$ cat config.mk
export PLATFORM = sky130hd
export DESIGN_NAME = tdf_tiling_detect
export DESIGN_NICKNAME = d
export VERILOG_FILES = /design/src/pkg/tdf_pkg.sv /design/src/hw/tdf_tiling_detect.sv /design/src/hw/tdf_fence_match.sv /design/src/hw/tdf_row_start.sv
export SDC_FILE = /design/constraint.sdc
export NUM_CORES = 2
export LEC_CHECK = 0
export BUFFER_PORTS_ARGS = -buffer_cell sky130_fd_sc_hd__buf_2
export CORE_AREA = 5 5 376 378
export CTS_CLUSTER_DIAMETER = 200
export DETAILED_ROUTE_END_ITERATION = 6
export DIE_AREA = 0 0 381 383
export PLACE_DENSITY = 0.77
export SLEW_MARGIN = 5
export SYNTH_ARGS = -nofsm -noshare
export SYNTH_HDL_FRONTEND = slang
export SYNTH_SLANG_ARGS = --single-unit
$ cat constraint.sdc
create_clock -name core_clk -period 22.4 [get_ports core_clk]
set_input_delay 3.36 -clock core_clk [delete_from_list [all_inputs] [get_ports core_clk]]
set_output_delay 3.36 -clock core_clk [all_outputs]
set_load 0.03 [all_outputs]
$ cat src/pkg/tdf_pkg.sv
// shared constants and types for the tiling detect and fence check block
package tdf_pkg;
  localparam int          NUM_FENCES      = 16;
  localparam int          ADDR_W          = 32;
  localparam int          REG_AW          = 8;
  localparam int          PAGE_LSB        = 12;  // 4KB tile equals one memory page
  localparam int          PITCH_W         = 7;   // pitch counted in tiles
  localparam int          ROW_W           = 16;  // tile row number width
  localparam int          FIDX_W          = 4;
  // register byte offsets
  localparam logic [7:0]  REG_FENCE_LO    = 8'h00;  // fence i base word at 0x00 + 4*i
  localparam logic [7:0]  REG_FENCE_HI    = 8'h40;  // fence i limit word at 0x40 + 4*i
  localparam logic [7:0]  REG_CTRL        = 8'h80;
  localparam logic [7:0]  REG_STATUS      = 8'h84;
  localparam logic [7:0]  REG_ROW_SEL     = 8'h88;
  localparam logic [7:0]  REG_ROW_ADDR    = 8'h8c;
  localparam logic [7:0]  FENCE_SPAN      = 8'h40;  // bytes taken by one fence word bank
  localparam int          FIDX_LSB        = 2;
  // field positions
  localparam int          FENCE_EN_BIT    = 0;
  localparam int          FENCE_WALK_BIT  = 1;
  localparam int          PITCH_LSB       = 0;
  localparam int          CTRL_EN_BIT     = 0;
  localparam int          ST_TILED_BIT    = 0;
  localparam int          ST_WALK_BIT     = 1;
  localparam int          ST_HIT_BIT      = 2;
  localparam int          ST_MASK_BIT     = 3;
  localparam int          ST_IDX_LSB      = 4;
  localparam int          ST_CNT_LSB      = 16;
  localparam int          ROW_FIDX_LSB    = 0;
  localparam int          ROW_NUM_LSB     = 16;
  // reset values
  localparam logic [31:0] CTRL_RST        = 32'h0000_0001;
  localparam logic [31:0] FENCE_RST       = 32'h0000_0000;
  localparam logic [31:0] ROW_SEL_RST     = 32'h0000_0000;

  typedef enum logic [2:0] {
    SRC_HOST    = 3'b000,  // processor through the graphics aperture
    SRC_RENDER  = 3'b001,
    SRC_SAMPLER = 3'b010,
    SRC_BLT     = 3'b011,
    SRC_DISPLAY = 3'b100
  } tdf_src_e;

  typedef enum logic {
    WALK_X = 1'b0,
    WALK_Y = 1'b1
  } tdf_walk_e;
endpackage : tdf_pkg

$ cat src/hw/tdf_tiling_detect.sv
// tiling detection, fence check and surface placement support
//
// Decided for this implementation: the strobed register port and the register addresses.
`timescale 1ns/100ps
module tdf_tiling_detect
  import tdf_pkg::*;
#(
  parameter int PG_W = ADDR_W - PAGE_LSB
) (
  input  wire logic               core_clk,      // 10 MHz core clock
  input  wire logic               rst,           // synchronous reset, active high
  // register port
  input  wire logic [REG_AW-1:0]  reg_addr,      // byte address
  input  wire logic [31:0]        reg_wdata,     // write data
  input  wire logic               reg_we,        // write strobe
  input  wire logic               reg_re,        // read strobe
  output logic [31:0]             reg_rdata,     // read data, cycle after strobe
  // access request
  input  wire logic               acc_valid,     // one-cycle request
  input  wire logic [2:0]         acc_src,       // requesting stream
  input  wire logic [ADDR_W-1:0]  acc_addr,      // pre-tiled linear aperture address
  input  wire logic               surf_tiled,    // descriptor tiled flag
  input  wire logic               surf_walk,     // descriptor walk, 1 = Y-major
  input  wire logic [ADDR_W-1:0]  surf_base,     // descriptor base address
  input  wire logic [PITCH_W-1:0] surf_pitch,    // descriptor pitch in tiles
  input  wire logic [ADDR_W-1:0]  surf_offset,   // x/y derived offset from base
  // access decision
  output logic                    res_valid,     // decision strobe, one cycle
  output logic                    res_tiled,     // apply tiling transform
  output logic                    res_walk,      // 1 = Y-major
  output logic [PITCH_W-1:0]      res_pitch,     // pitch in tiles, zero when linear
  output logic [ADDR_W-1:0]       res_base,      // base added untiled
  output logic [ADDR_W-1:0]       res_offset,    // part that goes through tiling
  output logic                    res_fence_hit, // a fence drove the decision
  output logic                    res_masked,    // a fence matched but was masked
  output logic [FIDX_W-1:0]       res_fence_idx  // fence that matched
);
  // fence and control state
  logic [31:0]           fence_lo_q [NUM_FENCES];
  logic [31:0]           fence_hi_q [NUM_FENCES];
  logic [31:0]           ctrl_q;
  logic [31:0]           row_sel_q;
  // status shown to software
  logic                  st_tiled_q;
  logic                  st_walk_q;
  logic                  st_hit_q;
  logic                  st_mask_q;
  logic [FIDX_W-1:0]     st_idx_q;
  logic [15:0]           st_cnt_q;
  // decode and match
  logic [NUM_FENCES-1:0] hit_vec;
  logic                  any_hit;
  logic [FIDX_W-1:0]     hit_idx;
  logic                  is_host;
  logic                  host_hit;
  logic [FIDX_W-1:0]     reg_fidx;
  logic                  sel_lo;
  logic                  sel_hi;
  logic                  sel_ctrl;
  logic                  sel_status;
  logic                  sel_row_sel;
  logic                  sel_row_addr;
  logic                  cli_mask;
  logic [ADDR_W-1:0]     row_addr;
  logic [FIDX_W-1:0]     row_fidx;
  logic [31:0]           rdata_d;
  // decision next values
  logic                  tiled_d;
  logic                  walk_d;
  logic [PITCH_W-1:0]    pitch_d;
  logic [ADDR_W-1:0]     base_d;
  logic [ADDR_W-1:0]     offset_d;

  function automatic logic [PG_W-1:0] page_of(input logic [31:0] w);
    page_of = w[ADDR_W-1:PAGE_LSB];
  endfunction : page_of

  function automatic logic [PITCH_W-1:0] pitch_of(input logic [31:0] w);
    pitch_of = w[PITCH_LSB +: PITCH_W];
  endfunction : pitch_of

  function automatic logic [ADDR_W-1:0] base_of(input logic [31:0] w);
    base_of = {page_of(w), {PAGE_LSB{1'b0}}};
  endfunction : base_of

  // single-word register decode, shared by the write and the read paths
  function automatic logic reg_is(input logic [REG_AW-1:0] a,
                                  input logic [REG_AW-1:0] off);
    reg_is = (a == off);
  endfunction : reg_is

  // register window decode; each fence word bank is one contiguous span
  assign reg_fidx = reg_addr[FIDX_LSB +: FIDX_W];
  assign sel_lo   = (reg_addr >= REG_FENCE_LO) && (reg_addr < REG_FENCE_LO + FENCE_SPAN);
  assign sel_hi   = (reg_addr >= REG_FENCE_HI) && (reg_addr < REG_FENCE_HI + FENCE_SPAN);
  assign row_fidx = row_sel_q[ROW_FIDX_LSB +: FIDX_W];

  // decoded once so a register cannot be mapped for writes but missed on reads
  assign sel_ctrl     = reg_is(reg_addr, REG_CTRL);
  assign sel_status   = reg_is(reg_addr, REG_STATUS);
  assign sel_row_sel  = reg_is(reg_addr, REG_ROW_SEL);
  assign sel_row_addr = reg_is(reg_addr, REG_ROW_ADDR);

  // one compare per fence register
  for (genvar g = 0; g < NUM_FENCES; g++) begin : g_fence
    tdf_fence_match #(.PG_W(PG_W)) u_match (
      .addr_pg (page_of(acc_addr)),
      .base_pg (page_of(fence_lo_q[g])),
      .last_pg (page_of(fence_hi_q[g])),
      .pitch   (pitch_of(fence_hi_q[g])),
      .enable  (fence_lo_q[g][FENCE_EN_BIT] && ctrl_q[CTRL_EN_BIT]),
      .hit     (hit_vec[g])
    );
  end

  // overlapping fences are a software fault; lowest index wins so the result is defined
  always_comb begin
    any_hit = 1'b0;
    hit_idx = '0;
    for (int i = NUM_FENCES - 1; i >= 0; i--) begin
      if (hit_vec[i]) begin
        any_hit = 1'b1;
        hit_idx = FIDX_W'(i);
      end
    end
  end

  // only the aperture path may see a fence; clients get it masked
  assign is_host  = (acc_src == SRC_HOST);
  assign host_hit = is_host && any_hit;
  // a client inside an enabled fence is only reported; the fence never tiles it
  assign cli_mask = !is_host && any_hit;

  // tiled row start lookup for software placing shared surfaces
  tdf_row_start #(.PG_W(PG_W)) u_row (
    .base_pg  (page_of(fence_lo_q[row_fidx])),
    .pitch    (pitch_of(fence_hi_q[row_fidx])),
    .row      (row_sel_q[ROW_NUM_LSB +: ROW_W]),
    .row_addr (row_addr)
  );

  // classification of the current request
  always_comb begin
    tiled_d  = 1'b0;
    walk_d   = WALK_X;
    pitch_d  = '0;
    base_d   = '0;
    offset_d = acc_addr;
    if (is_host) begin
      if (host_hit) begin
        // whole address tiled as an offset from the fence base
        tiled_d  = 1'b1;
        walk_d   = fence_lo_q[hit_idx][FENCE_WALK_BIT];
        pitch_d  = pitch_of(fence_hi_q[hit_idx]);
        base_d   = base_of(fence_lo_q[hit_idx]);
        offset_d = acc_addr - base_of(fence_lo_q[hit_idx]);
      end else begin
        offset_d = acc_addr;
      end
    end else begin
      // descriptor alone decides; base passes untouched
      base_d   = surf_base;
      offset_d = surf_offset;
      if (surf_tiled) begin
        tiled_d = 1'b1;
        walk_d  = surf_walk;
        pitch_d = surf_pitch;
      end
    end
  end

  // decision outputs, registered one cycle after the request
  always_ff @(posedge core_clk) begin
    if (rst) begin
      res_valid     <= 1'b0;
      res_tiled     <= 1'b0;
      res_walk      <= 1'b0;
      res_pitch     <= '0;
      res_base      <= '0;
      res_offset    <= '0;
      res_fence_hit <= 1'b0;
      res_masked    <= 1'b0;
      res_fence_idx <= '0;
    end else begin
      res_valid <= acc_valid;
      if (acc_valid) begin
        res_tiled     <= tiled_d;
        res_walk      <= walk_d;
        res_pitch     <= pitch_d;
        res_base      <= base_d;
        res_offset    <= offset_d;
        res_fence_hit <= host_hit;
        res_masked    <= cli_mask;
        res_fence_idx <= hit_idx;
      end
    end
  end

  // fence register writes; base and limit are separate words, so software should
  // clear the enable before moving a fence, or a half-updated region may match
  always_ff @(posedge core_clk) begin
    if (rst) begin
      for (int i = 0; i < NUM_FENCES; i++) begin
        fence_lo_q[i] <= FENCE_RST;
        fence_hi_q[i] <= FENCE_RST;
      end
    end else if (reg_we) begin
      if (sel_lo) begin
        fence_lo_q[reg_fidx] <= reg_wdata;
      end
      if (sel_hi) begin
        fence_hi_q[reg_fidx] <= reg_wdata;
      end
    end
  end

  // control and row select writes
  always_ff @(posedge core_clk) begin
    if (rst) begin
      ctrl_q    <= CTRL_RST;
      row_sel_q <= ROW_SEL_RST;
    end else if (reg_we) begin
      if (sel_ctrl) begin
        ctrl_q <= reg_wdata;
      end
      if (sel_row_sel) begin
        row_sel_q <= reg_wdata;
      end
    end
  end

  // last decision and host hit count; the count wraps rather than saturates
  always_ff @(posedge core_clk) begin
    if (rst) begin
      st_tiled_q <= 1'b0;
      st_walk_q  <= 1'b0;
      st_hit_q   <= 1'b0;
      st_mask_q  <= 1'b0;
      st_idx_q   <= '0;
      st_cnt_q   <= '0;
    end else if (acc_valid) begin
      st_tiled_q <= tiled_d;
      st_walk_q  <= walk_d;
      st_hit_q   <= host_hit;
      st_mask_q  <= cli_mask;
      st_idx_q   <= hit_idx;
      if (host_hit) begin
        st_cnt_q <= st_cnt_q + 16'h0001;
      end
    end
  end

  // read mux; unmapped addresses read zero
  always_comb begin
    rdata_d = '0;
    if (sel_lo) begin
      rdata_d = fence_lo_q[reg_fidx];
    end else if (sel_hi) begin
      rdata_d = fence_hi_q[reg_fidx];
    end else if (sel_ctrl) begin
      rdata_d = ctrl_q;
    end else if (sel_status) begin
      rdata_d[ST_TILED_BIT]              = st_tiled_q;
      rdata_d[ST_WALK_BIT]               = st_walk_q;
      rdata_d[ST_HIT_BIT]                = st_hit_q;
      rdata_d[ST_MASK_BIT]               = st_mask_q;
      rdata_d[ST_IDX_LSB +: FIDX_W]      = st_idx_q;
      rdata_d[ST_CNT_LSB +: 16]          = st_cnt_q;
    end else if (sel_row_sel) begin
      rdata_d = row_sel_q;
    end else if (sel_row_addr) begin
      rdata_d = row_addr;
    end
  end

  // read data stands only in the cycle after the strobe
  always_ff @(posedge core_clk) begin
    if (rst) begin
      reg_rdata <= '0;
    end else if (reg_re) begin
      reg_rdata <= rdata_d;
    end else begin
      reg_rdata <= '0;
    end
  end
endmodule : tdf_tiling_detect

$ cat src/hw/tdf_fence_match.sv
// one fence region compare against a linear page number
`timescale 1ns/100ps
module tdf_fence_match
  import tdf_pkg::*;
#(
  parameter int PG_W = ADDR_W - PAGE_LSB
) (
  input  wire logic [PG_W-1:0]    addr_pg,   // page of the pre-tiled address
  input  wire logic [PG_W-1:0]    base_pg,   // first page of the fence
  input  wire logic [PG_W-1:0]    last_pg,   // last page of the fence, inclusive
  input  wire logic [PITCH_W-1:0] pitch,     // fence pitch in tiles
  input  wire logic               enable,    // fence enable bit
  output logic                    hit        // address lies inside an enabled fence
);
  function automatic logic in_range(input logic [PG_W-1:0] a,
                                    input logic [PG_W-1:0] lo,
                                    input logic [PG_W-1:0] hi);
    in_range = (a >= lo) && (a <= hi);
  endfunction : in_range

  // a zero pitch cannot describe a tile row, so such a fence never matches
  assign hit = enable && (pitch != '0) && in_range(addr_pg, base_pg, last_pg);
endmodule : tdf_fence_match

$ cat src/hw/tdf_row_start.sv
// tile row start address generator for one fence
`timescale 1ns/100ps
module tdf_row_start
  import tdf_pkg::*;
#(
  parameter int PG_W = ADDR_W - PAGE_LSB
) (
  input  wire logic [PG_W-1:0]    base_pg,   // fence base page
  input  wire logic [PITCH_W-1:0] pitch,     // fence pitch in tiles
  input  wire logic [ROW_W-1:0]   row,       // tile row number
  output logic [ADDR_W-1:0]       row_addr   // tile_row_start_address
);
  logic [ROW_W+PITCH_W-1:0] row_pages;
  logic [PG_W-1:0]          sum_pg;

  // row size is pitch in tiles times one 4KB tile, so work in pages
  assign row_pages = ROW_W'(row) * PITCH_W'(pitch);
  assign sum_pg    = base_pg + PG_W'(row_pages);
  assign row_addr  = {sum_pg, {PAGE_LSB{1'b0}}};
endmodule : tdf_row_start

==> impl_metrics.env <==
export IMPL_num_fill_cells=10500
export IMPL_cpPeakStageDelay_ps=1100
export IMPL_fin_skew_ps=27.9
export IMPL_boundaryPins=265
export IMPL_grt_usage_pct=40.3
export IMPL_overflow=0
export IMPL_clkTransAtPathRegs_ps=60
export IMPL_dp_hpwl_mm=211
export IMPL_critPathKind="input pin to flop"
export IMPL_vias=65200
export IMPL_drt_first_pass_iters=7
export IMPL_crit_fanout=86
export IMPL_drc_errors=0
export IMPL_fin_crit_ps=12680
export IMPL_vias_per_cell=6.94
export IMPL_ir_worst_vdd_mv=0.0696
export IMPL_cp_start_kind="input pin"
export IMPL_synth_edf_count=1024
export IMPL_slew_headroom_pct=1.58
export IMPL_ys_seq_area_share_pct=42.2
export IMPL_ys_flop_type="edfxtp_1"
export IMPL_rows=136
export IMPL_setup_viol=0
export IMPL_design_area_um2=89400
export IMPL_synthCells=7443
export IMPL_place_gp_congestion=1.07
export IMPL_finalPower_mw=6.59
export IMPL_syn_area_um2=82100
export IMPL_ys_seq_elements=1220
export IMPL_cts_sinks=1220
export IMPL_clock_fmax_mhz=78.9
export IMPL_crit_slowest_cell="nor4b_1"
export IMPL_clock_latency_ps=800
export IMPL_drt_wirelength_per_cell_um=31.9
export IMPL_p_leak_nw=36.8
export IMPL_setup_tns_ps=0
export IMPL_tightest_slew_ps=1470
export IMPL_holdBufCountCts=0
export IMPL_core_area_um2=137000
export IMPL_final_antenna_net_count=0
export IMPL_drv_cap=0
export IMPL_die_h_um=383
export IMPL_wirelength_mm=299
export IMPL_hp_class="flop to flop"
export IMPL_clockRootBuffer="clkbuf_16"
export IMPL_worst_slack_ps=9720
export IMPL_holdWs_ps=456
export IMPL_cpMostUsedCell="a21oi_1"
export IMPL_post_cts_buffers=0
export IMPL_ys_warn_count=0
export IMPL_dieArea_um2=146000
export IMPL_async_reset_ff_share_pct=0
export IMPL_slew_violations=0
export IMPL_syn_to_final_growth_pct=8.88
export IMPL_hold_viol_final=0
export IMPL_status="finished, final reports clean"
export IMPL_syn_avg_cell_area_um2=11.0
export IMPL_cts_resized=0
export IMPL_cp_end_kind="flop"
export IMPL_drtIter0Drc=10300
export IMPL_cts_buffers=139
export IMPL_drive_gt1_share_pct=15.5
export IMPL_nets=8402
export IMPL_grt_pass1_wl_mm=431
export IMPL_cts_htree_levels=4
export IMPL_clockBufferDepth=3
export IMPL_grt_max_degree=177
export IMPL_antenna_found_initial=26
export IMPL_first_global_vias=64000
export IMPL_power_per_cell_area_nw_per_um2=73.8
export IMPL_worst_ep_arrival_time_ps=13320
export IMPL_synth_nets=8375
export IMPL_period_share_pct=56.6
export IMPL_initial_core_util_pct=59.9
export IMPL_required_ps=23040
export IMPL_cts_tree="done"
export IMPL_die_x_um=381
export IMPL_rsz0062_at_grt="false"
export IMPL_dpl_instance_area_um2=84900
export IMPL_dp_slack_ps=9380
export IMPL_ys_types=85
export IMPL_portBuffers=264
## per-stage QoR
step,instances,utilization (%)
after floorplan,7443,-
after global placement,9123,61.9
after detailed placement,9123,61.9
after CTS,9377,65.2
after global routing,9378,65.2
final,9387,65.2
## cells in the final DEF (no fill, tap or decap), types with 80 or more instances in the layout
master	instances
nand4_1	80
ha_1	693
and2_1	970
fa_1	86
a21oi_1	380
inv_1	739
o21ai_0	217
nand3_1	105
clkbuf_16	141
o211ai_1	149
dfxtp_1	193
buf_2	259
and3_1	159
mux2i_1	86
mux4_2	456
edfxtp_1	1024
nor2_1	209
buf_4	127
nand2_1	578
## synthesized netlist by cell type (105+ instances only)
cell type / n / share of area [%]
ha_1: 693 / 11
clkbuf_1: 385 / 1.8
dfxtp_1: 196 / 4.8
nand3_1: 105 / 0.64
edfxtp_1: 1024 / 37
and2_1: 971 / 7.4
inv_1: 740 / 3.4
o211ai_1: 149 / 1.4
nand2_1: 578 / 2.6
o21ai_0: 217 / 1.3
and3_1: 159 / 1.2
a21oi_1: 380 / 2.3
nor2_1: 240 / 1.1
mux4_2: 456 / 13
## per-layer routing
layer | GRT usage [%] | share of wire, % | routed length, µm | vias up
met1 | 50.1 | 33 | 100000 | 31700
met5 | 0 | 0.056 | 169 | -
met2 | 61.5 | 44 | 131000 | 5161
li1 | - | - | - | 27100
met3 | 13.2 | 15 | 44800 | 1265
met4 | 24.6 | 7.7 | 23100 | 26
## critical path, delay by kind of cell
family	cells	cell delay [ps]
adder cells (fa/ha/maj)	3	1030
XOR/XNOR	1	150
AO/OA/AOI/OAI	18	3910
AND/OR/NAND/NOR	9	2150
multiplexers	1	420
buffers and inverters	4	2220
## final cells by class
class	instances	area [µm²]	share of cell area [%]
Timing Repair Buffer	390	2310	2.58
Sequential cell	1220	34700	38.8
Clock inverter	89	860	0.961
Clock buffer	165	3640	4.07
Tap cell	1794	2240	2.51
Antenna cell	10	25.0	0.0280
Multi-Input combinational cell	4978	42900	47.9
Inverter	741	2780	3.11
## flip-flops by register name, summed over array words and instances (netlist names), 4 cells and up, named ones only
| signal | cells |
|---|---|
| ctrl_q | 32 |
| fence_hi_q | 512 |
| fence_lo_q | 512 |
| reg_rdata | 32 |
| res_base | 32 |
| res_offset | 32 |
| res_pitch | 7 |
| row_sel_q | 32 |
| st_cnt_q | 16 |
| st_idx_q | 4 |
## worst paths after layout
| kind | to | cells past startpoint | start | slack (ps) |
|---|---|---|---|---|
| max | res_offset[26] | 36 | acc_addr[29] | 9720 |
| max reg2reg | res_offset[26] | 33 | fence_hi_q[10][5] | 12490 |
| min reg2reg | ctrl_q[8] | 2 | ctrl_q[8] | 460 |
| min | ctrl_q[8] | 2 | ctrl_q[8] | 460 |
## report_power, final
part | internal [mW] | total (mW) | switching, mW
Sequential | 2.57 | 2.67 | 0.0930
Combinational | 0.539 | 1.63 | 1.09
Clock | 1.30 | 2.30 | 1.00
## kinds of logic after synthesis
group	count (synthesis)	synth area share [%]
flops	1220	42.2
xor+xnor	47	0.510
simple gates	2399	15.7
fa+ha+maj	779	12.7
buf+inv	1245	5.81
mux	557	13.8
compound gates	1196	9.36
Power figures use the tool's default switching activity.
